### config.mk
export PLATFORM = sky130hd
export DESIGN_NAME = reset_cause_flags
export DESIGN_NICKNAME = d
export VERILOG_FILES = /design/src/include/reset_cause_pkg.sv /design/src/reset_cause_flags.sv
export VERILOG_INCLUDE_DIRS = /design/src /design/src/include
export SDC_FILE = /design/constraint.sdc
export NUM_CORES = 1
export LEC_CHECK = 0
export BUFFER_PORTS_ARGS = -buffer_cell sky130_fd_sc_hd__buf_4
export CAP_MARGIN = 10
export CORE_UTILIZATION = 55
export CTS_BUF_LIST = sky130_fd_sc_hd__clkbuf_4 sky130_fd_sc_hd__clkbuf_8
export DETAILED_ROUTE_END_ITERATION = 6
export PLACE_DENSITY = 0.75
export SLEW_MARGIN = 10
export SYNTH_ARGS = -nofsm -noshare
export SYNTH_HDL_FRONTEND = slang
export SYNTH_SLANG_ARGS = --single-unit
### constraint.sdc
create_clock -name mclk_i -period 3.6 [get_ports mclk_i]
set_clock_uncertainty 0.15 [all_clocks]
set_input_delay 0.36 -clock mclk_i [delete_from_list [all_inputs] [get_ports mclk_i]]
set_output_delay 0.36 -clock mclk_i [all_outputs]
set_load 0.01 [all_outputs]
### src/include/reset_cause_regs.svh
// Register map, flag masks and reset values of the reset cause block
`ifndef RESET_CAUSE_REGS_SVH
`define RESET_CAUSE_REGS_SVH

// Register indices on the plain register port
`define RC_ADDR_CAUSE    3'h0
`define RC_ADDR_STAT     3'h1
`define RC_ADDR_MASK     3'h2
`define RC_ADDR_SEGCTL   3'h3
`define RC_ADDR_BOOTLIM  3'h4
`define RC_ADDR_SECLIM   3'h5
`define RC_ADDR_INIT     3'h6

// Reset cause flags
`define RC_F_TRAP        16'h8000
`define RC_F_ILL         16'h4000
`define RC_F_MISM        16'h0200
`define RC_F_PIN         16'h0080
`define RC_F_SOFT        16'h0040
`define RC_F_WDOG        16'h0010
`define RC_F_SLEEP       16'h0008
`define RC_F_IDLE        16'h0004
`define RC_F_BROWN       16'h0002
`define RC_F_POR         16'h0001
`define RC_CAUSE_IMPL    16'hC2DF
`define RC_CAUSE_RST     16'h0003

// Event status bits
`define RC_EV_UNINIT     16'h0001
`define RC_EV_SEC        16'h0002
`define RC_EV_TRAP       16'h0004
`define RC_EV_WDOG       16'h0008
`define RC_EV_IMPL       16'h000F

// Segment control bits and limit layout
`define RC_SEG_BOOT_EN   16'h0001
`define RC_SEG_SEC_EN    16'h0002
`define RC_SEG_IMPL      16'h0003
`define RC_BOOT_BASE     24'h000000
`define RC_LIM_PAD       8'h00

// Working register bookkeeping
`define RC_SP_IDX        4'hF
`define RC_INIT_RST      16'h8000
`define RC_ZERO          16'h0000

`endif

### src/include/reset_cause_pkg.sv
// Shared types of the reset cause block
package reset_cause_pkg;
  typedef logic [15:0] word_t;
  typedef logic [23:0] paddr_t;
  typedef logic [3:0]  widx_t;
  typedef logic [2:0]  raddr_t;
endpackage : reset_cause_pkg

### src/reset_cause_flags.sv
// Reset cause register, uninitialised pointer and security reset logic
//
// Chosen here: the address map and the plain strobed port.
`timescale 1ns/1ps
`include "reset_cause_regs.svh"

module reset_cause_flags
  import reset_cause_pkg::*;
(
  input  wire logic   mclk_i,
  input  wire logic   rst_i,
  // Register port
  input  wire raddr_t reg_addr_i,
  input  wire word_t  reg_wdata_i,
  input  wire logic   reg_wr_i,
  input  wire logic   reg_rd_i,
  output logic [15:0] reg_rdata_o,
  // Reset sources
  input  wire logic   por_evt_i,
  input  wire logic   brown_out_reset_i,
  input  wire logic   master_clear_pin_n_i,
  input  wire logic   reset_instr_i,
  input  wire logic   watchdog_timeout_i,
  input  wire logic   watchdog_clear_instruction_i,
  input  wire logic   power_save_instruction_i,
  input  wire logic   power_save_idle_i,
  input  wire logic   trap_conflict_i,
  input  wire logic   illegal_opcode_i,
  input  wire logic   config_mismatch_i,
  // Core working register traffic
  input  wire logic   wreg_wr_i,
  input  wire widx_t  wreg_wr_idx_i,
  input  wire logic   ptr_use_i,
  input  wire widx_t  ptr_idx_i,
  // Program counter reloads
  input  wire logic   program_flow_change_i,
  input  wire logic   vector_flow_change_i,
  input  wire paddr_t flow_target_i,
  // Results
  output logic        dev_reset_o,
  output logic        wreg_clear_o,
  output logic        irq_o
);

  function automatic logic in_restricted(input paddr_t a, input paddr_t lo,
                                         input paddr_t hi);
    // Entry word of a segment stays reachable
    in_restricted = (a > lo) && (a < hi);
  endfunction : in_restricted

  function automatic word_t onehot16(input widx_t idx);
    onehot16 = word_t'(1) << idx;
  endfunction : onehot16

  word_t  cause_q;
  word_t  stat_q;
  word_t  mask_q;
  word_t  segctl_q;
  word_t  bootlim_q;
  word_t  seclim_q;
  word_t  init_q;
  word_t  rdata_q;
  logic   dev_reset_q;
  logic   wreg_clear_q;
  logic   irq_q;
  logic   pin_s1_q;
  logic   pin_s2_q;
  logic   pin_s3_q;

  // Address decode
  wire wr_cause   = reg_wr_i && (reg_addr_i == `RC_ADDR_CAUSE);
  wire wr_stat    = reg_wr_i && (reg_addr_i == `RC_ADDR_STAT);
  wire wr_mask    = reg_wr_i && (reg_addr_i == `RC_ADDR_MASK);
  wire wr_segctl  = reg_wr_i && (reg_addr_i == `RC_ADDR_SEGCTL);
  wire wr_bootlim = reg_wr_i && (reg_addr_i == `RC_ADDR_BOOTLIM);
  wire wr_seclim  = reg_wr_i && (reg_addr_i == `RC_ADDR_SECLIM);

  // Pin reset edge, taken from the second synchroniser stage onward
  wire pin_evt = pin_s3_q && !pin_s2_q;

  // Uninitialised working register used as a pointer
  wire uninit_hit = ptr_use_i && !init_q[ptr_idx_i];

  // Protected segment bounds
  wire paddr_t boot_lim = {bootlim_q, `RC_LIM_PAD};
  wire paddr_t sec_lim  = {seclim_q, `RC_LIM_PAD};
  wire boot_bad = ((segctl_q & `RC_SEG_BOOT_EN) != `RC_ZERO)
                  && in_restricted(flow_target_i, `RC_BOOT_BASE, boot_lim);
  wire sec_bad  = ((segctl_q & `RC_SEG_SEC_EN) != `RC_ZERO)
                  && in_restricted(flow_target_i, boot_lim, sec_lim);
  wire flow_chg = program_flow_change_i || vector_flow_change_i;
  wire sec_hit  = flow_chg && (boot_bad || sec_bad);

  wire ill_evt  = illegal_opcode_i || uninit_hit || sec_hit;
  wire pwr_sleep = power_save_instruction_i && !power_save_idle_i;
  wire pwr_idle  = power_save_instruction_i && power_save_idle_i;

  // Any cause that resets the core this cycle
  wire any_reset = por_evt_i || brown_out_reset_i || pin_evt || reset_instr_i
                   || watchdog_timeout_i || trap_conflict_i || config_mismatch_i
                   || ill_evt;

  // Hardware clears of the cause flags
  wire word_t clr_por  = por_evt_i ? `RC_CAUSE_IMPL : `RC_ZERO;
  // Brown-out keeps the pin and power-on flags
  wire word_t clr_brown = brown_out_reset_i ? (`RC_CAUSE_IMPL & ~(`RC_F_PIN | `RC_F_POR))
                                            : `RC_ZERO;
  wire word_t clr_wdog = (power_save_instruction_i || watchdog_clear_instruction_i)
                         ? `RC_F_WDOG : `RC_ZERO;
  wire word_t hw_clr   = clr_por | clr_brown | clr_wdog;

  // Hardware sets of the cause flags
  wire word_t set_por  = por_evt_i ? (`RC_F_POR | `RC_F_BROWN) : `RC_ZERO;
  wire word_t set_brown = brown_out_reset_i ? `RC_F_BROWN : `RC_ZERO;
  wire word_t set_trap = trap_conflict_i ? `RC_F_TRAP : `RC_ZERO;
  wire word_t set_ill  = ill_evt ? `RC_F_ILL : `RC_ZERO;
  wire word_t set_mism = config_mismatch_i ? `RC_F_MISM : `RC_ZERO;
  wire word_t set_pin  = pin_evt ? `RC_F_PIN : `RC_ZERO;
  wire word_t set_soft = reset_instr_i ? `RC_F_SOFT : `RC_ZERO;
  wire word_t set_wdog = watchdog_timeout_i ? `RC_F_WDOG : `RC_ZERO;
  wire word_t set_slp  = pwr_sleep ? `RC_F_SLEEP : `RC_ZERO;
  wire word_t set_idl  = pwr_idle ? `RC_F_IDLE : `RC_ZERO;
  wire word_t hw_set   = set_por | set_brown | set_trap | set_ill | set_mism
                         | set_pin | set_soft | set_wdog | set_slp | set_idl;

  // Software value first, then clears, then sets so a set wins
  wire word_t cause_wval = reg_wdata_i & `RC_CAUSE_IMPL;
  wire word_t cause_base = wr_cause ? cause_wval : cause_q;
  wire word_t cause_d    = ((cause_base & ~hw_clr) | hw_set)
                           & `RC_CAUSE_IMPL;

  // Event status, write one to clear, new event wins
  wire word_t ev_now = (uninit_hit ? `RC_EV_UNINIT : `RC_ZERO)
                       | (sec_hit ? `RC_EV_SEC : `RC_ZERO)
                       | (trap_conflict_i ? `RC_EV_TRAP : `RC_ZERO)
                       | (watchdog_timeout_i ? `RC_EV_WDOG : `RC_ZERO);
  wire word_t stat_clr = wr_stat ? reg_wdata_i : `RC_ZERO;
  wire word_t stat_d   = ((stat_q & ~stat_clr) | ev_now) & `RC_EV_IMPL;
  wire word_t mask_d   = wr_mask ? (reg_wdata_i & `RC_EV_IMPL) : mask_q;
  wire        irq_d    = (stat_d & mask_d) != `RC_ZERO;

  // Working register initialised marks
  wire word_t init_set = wreg_wr_i ? onehot16(wreg_wr_idx_i) : `RC_ZERO;
  wire word_t init_d   = any_reset ? `RC_INIT_RST : (init_q | init_set);

  // Read mux, unmapped addresses read zero
  wire word_t rd_mux =
      (reg_addr_i == `RC_ADDR_CAUSE)   ? cause_q   :
      (reg_addr_i == `RC_ADDR_STAT)    ? stat_q    :
      (reg_addr_i == `RC_ADDR_MASK)    ? mask_q    :
      (reg_addr_i == `RC_ADDR_SEGCTL)  ? segctl_q  :
      (reg_addr_i == `RC_ADDR_BOOTLIM) ? bootlim_q :
      (reg_addr_i == `RC_ADDR_SECLIM)  ? seclim_q  :
      (reg_addr_i == `RC_ADDR_INIT)    ? init_q    : `RC_ZERO;

  always_ff @(posedge mclk_i) begin
    if (rst_i) begin
      pin_s1_q <= 1'b1;
      pin_s2_q <= 1'b1;
      pin_s3_q <= 1'b1;
    end else begin
      pin_s1_q <= master_clear_pin_n_i;
      pin_s2_q <= pin_s1_q;
      pin_s3_q <= pin_s2_q;
    end
  end

  always_ff @(posedge mclk_i) begin
    if (rst_i) begin
      cause_q <= `RC_CAUSE_RST;
      stat_q  <= `RC_ZERO;
      mask_q  <= `RC_ZERO;
      irq_q   <= 1'b0;
    end else begin
      cause_q <= cause_d;
      stat_q  <= stat_d;
      mask_q  <= mask_d;
      irq_q   <= irq_d;
    end
  end

  always_ff @(posedge mclk_i) begin
    if (rst_i) begin
      segctl_q  <= `RC_ZERO;
      bootlim_q <= `RC_ZERO;
      seclim_q  <= `RC_ZERO;
    end else begin
      if (wr_segctl)  segctl_q  <= reg_wdata_i & `RC_SEG_IMPL;
      if (wr_bootlim) bootlim_q <= reg_wdata_i;
      if (wr_seclim)  seclim_q  <= reg_wdata_i;
    end
  end

  always_ff @(posedge mclk_i) begin
    if (rst_i) begin
      init_q       <= `RC_INIT_RST;
      wreg_clear_q <= 1'b1;
      dev_reset_q  <= 1'b0;
      rdata_q      <= `RC_ZERO;
    end else begin
      init_q       <= init_d;
      wreg_clear_q <= any_reset;
      dev_reset_q  <= uninit_hit || sec_hit;
      rdata_q      <= reg_rd_i ? rd_mux : `RC_ZERO;
    end
  end

  assign reg_rdata_o  = rdata_q;
  assign dev_reset_o  = dev_reset_q;
  assign wreg_clear_o = wreg_clear_q;
  assign irq_o        = irq_q;

  wire no_hw = (hw_set == `RC_ZERO) && (hw_clr == `RC_ZERO);
  wire por_flag = (cause_q & `RC_F_POR) != `RC_ZERO;
endmodule : reset_cause_flags

==> results.cfg <==
[synth]
avgSynthCellArea_um2 = 8.05
synth_cell_type_count = 48
seq_area_frac_synth = 0.384
yosys_warnings = 0
synthFlopType = dfxtp_1
synth_area_um2 = 4690
synthArstFlopShare = 0
synth.net_count = 683
postSynthCellCount = 582
synth_seq_cells = 90
synth_enable_flop_cells = 0

[setup_path]
path_max_fanout = 16
critPathArrivalTime_ps = 2680
rrSetupSlack_ps = 1000
cp-start-kind = flop
cp_top_family = simple AND/OR/NAND/NOR gates
critPathMaxStageDelay_ps = 480
critPathRequiredTime_ps = 3680
cpMaxStageDelayCell = nor4_1
path_class = reg -> reg
worstPathCellList = inv_1, ha_1, nand4_1, nor4_1, o21ai_0, and3_1, o31ai_2, buf_4, nor3_1
crit_buf_inv = 2
end_kind = flop

[floorplanning]
fp.dieW_um = 94.3
dieArea_um2 = 8900
ios = 89
rows = 33
die_y_um = 94.3
initial_core_util = 0.570
core_um2 = 8220

[final_layout]
seqCellArea_um2 = 1800
n_antenna_cell = 0
multi_input_comb_area_um2 = 2630
fillers = 716
drive_gt1_frac = 0.191
final_area_um2 = 5600
finalNetCount = 757
syn2layout_area_growth_pct = 19.5

[place]
pre_cts_ws_ps = 990
gp_congestion = 0.939
postPlaceCellArea_um2 = 5400
place_hpwl_mm = 10.1
port_buffers = 88

[grt]
overflow = 0
grt_pass1_vias = 4188
grt_pass1_wl_mm = 21.0
grt_max_degree = 60
antenna_found_initial = 0
gr-usage-all-layers = 0.313

[timing]
period_share = 0.723
hold_violations = 0
tightestPinTransition_ps = 1050
fin_ws_ps = 995
setup_tns_ps = 0
period_minus_slack_ps = 2600
rsz0062_at_grt = false
fmax_mhz = 384
setup_viol = 0
finalMaxSlewViolations = 0
maxSlewHeadroom = 0.301

[routing]
routedWlPerCell_um = 17.8
ant_nets = 0
vias_per_cell = 5.83
vias = 4469
drt_drc_violations_left = 0
drt-initial-drc-count = 304
routed_wl_mm = 13.6
first_pass_iters = 5

[power]
peakVddDrop_mv = 0.312
p_per_area_nw_per_um2 = 360
leakage_nw = 2.20

[clock_tree]
cts.htree.levels = 3
holdBufCountCts = 0
clock_tree.buffer_depth = 2
clk_latency_ps = 360
cts_tree = yes
cts_buffers = 9
cts_setup_buffers = 0
clkSlewWorstSetupHoldPaths_ps = 100
cts_num_sinks = 90
root_buffer = clkbuf_8
cts.repair.resized = 0

[run]
maxCapViolCount = 0

[outcome]
run_status = finished clean

[hold_path]
min_path_type = in -> reg
==> worst paths after layout <==
kind                                                  from              endpoint  depth (start not counted)
worst min-delay path                  master_clear_pin_n_i   pin_s1_q$_SDFF_PP1_                          2
worst max-delay path            bootlim_q[14]$_SDFFE_PP0P_  init_q[8]$_SDFF_PP0_                          9
worst max register to register  bootlim_q[14]$_SDFFE_PP0P_  init_q[8]$_SDFF_PP0_                          9
worst min register to register         pin_s1_q$_SDFF_PP1_   pin_s2_q$_SDFF_PP1_                          1
==> worst register-to-register path, delay by kind of cell (launching register included) <==
family / cells / cell delay [ps]
and+or+nand+nor: 4 / 940
DFF: 1 / 380
AOI/OAI and AO/OA: 2 / 370
buffers and inverters: 2 / 310
adders and majority gates: 1 / 310
==> Yosys cell counts (all sizes together), types with 5 or more instances <==
| library cell | instances | area, um^2 |
|---|---|---|
| nand2 | 91 | 342 |
| dfxtp | 90 | 1800 |
| a21oi | 66 | 330 |
| nor2 | 57 | 214 |
| inv | 36 | 135 |
| ha | 31 | 388 |
| o21ai | 30 | 150 |
| mux2i | 28 | 280 |
| nor3 | 28 | 140 |
| clkbuf | 25 | 93.8 |
| nor4 | 9 | 56.3 |
| nand2b | 8 | 50.1 |
| nand4 | 8 | 50.1 |
| nor2b | 7 | 46.3 |
| a22oi | 6 | 45.0 |
| buf | 6 | 36.3 |
| or2 | 6 | 37.5 |
| mux4 | 5 | 124 |
==> stage by stage <==
stage          std cells   util  hold WS [ps]  total power, mW
2_1_floorplan        582      -           239             1.20
3_3_place_gp         750  0.657           243             1.32
3_5_place_dp         750  0.657           247             1.33
4_1_cts              766  0.681          14.9             2.02
5_1_grt              766  0.681          19.4             2.09
6_report             766  0.681          21.1             2.02
==> registers in the layout, indices dropped and copies added, names as in the netlist <==
register / flops
dev_reset_o: 1
pin_s1_q: 1
wreg_clear_o: 1
segctl_q: 2
bootlim_q: 16
cause_q: 10
stat_q: 4
seclim_q: 16
reg_rdata_o: 16
pin_s2_q: 1
mask_q: 4
pin_s3_q: 1
irq_o: 1
init_q: 16
==> kinds of logic after synthesis <==
logic type | share of synthesized area
and+or+nand+nor | 0.226
AOI/OAI and AO/OA | 0.154
DFF | 0.384
buffers and inverters | 0.0566
muxes | 0.0958
adders and majority gates | 0.0828
==> per-layer routing <==
layer  track usage  up-vias  share of wire
li1              -     2173              -
met1         0.424     2113           0.45
met2         0.495      153           0.47
met3        0.0477       30          0.053
met4         0.133        0          0.028
met5             0        -              0
==> power by group <==
part           switching (mW)  internal, mW
clock network           0.378         0.326
registers              0.0136          1.02
logic                   0.156         0.126
==> final cells by class <==
class / count / area share
Clock buffer: 9 / 0.0221
Sequential cell: 90 / 0.322
Inverter: 36 / 0.0241
Timing Repair Buffer: 94 / 0.126
Tap cell: 105 / 0.0235
Clock inverter: 7 / 0.0134
Multi-Input combinational cell: 425 / 0.469
==> layout by cell type (no fill, tap or decap), drive strengths merged, types with 2 or more instances in the layout <==
cell / instances
buf: 94
nand2: 91
dfxtp: 90
a21oi: 66
nor2: 57
inv: 38
ha: 31
o21ai: 30
nor3: 28
mux2i: 28
nor4: 9
clkbuf: 9
nand4: 8
nand2b: 8
nor2b: 7
or2: 6
a22oi: 6
mux4: 5
nand3: 4
mux2: 4
o22ai: 4
clkinv: 4
a21o: 3
a211oi: 2
or4: 2
nand3b: 2
nor4bb: 2
or3: 2
o221ai: 2
o211ai: 2
o31ai: 2
Power figures use the tool's default switching activity.
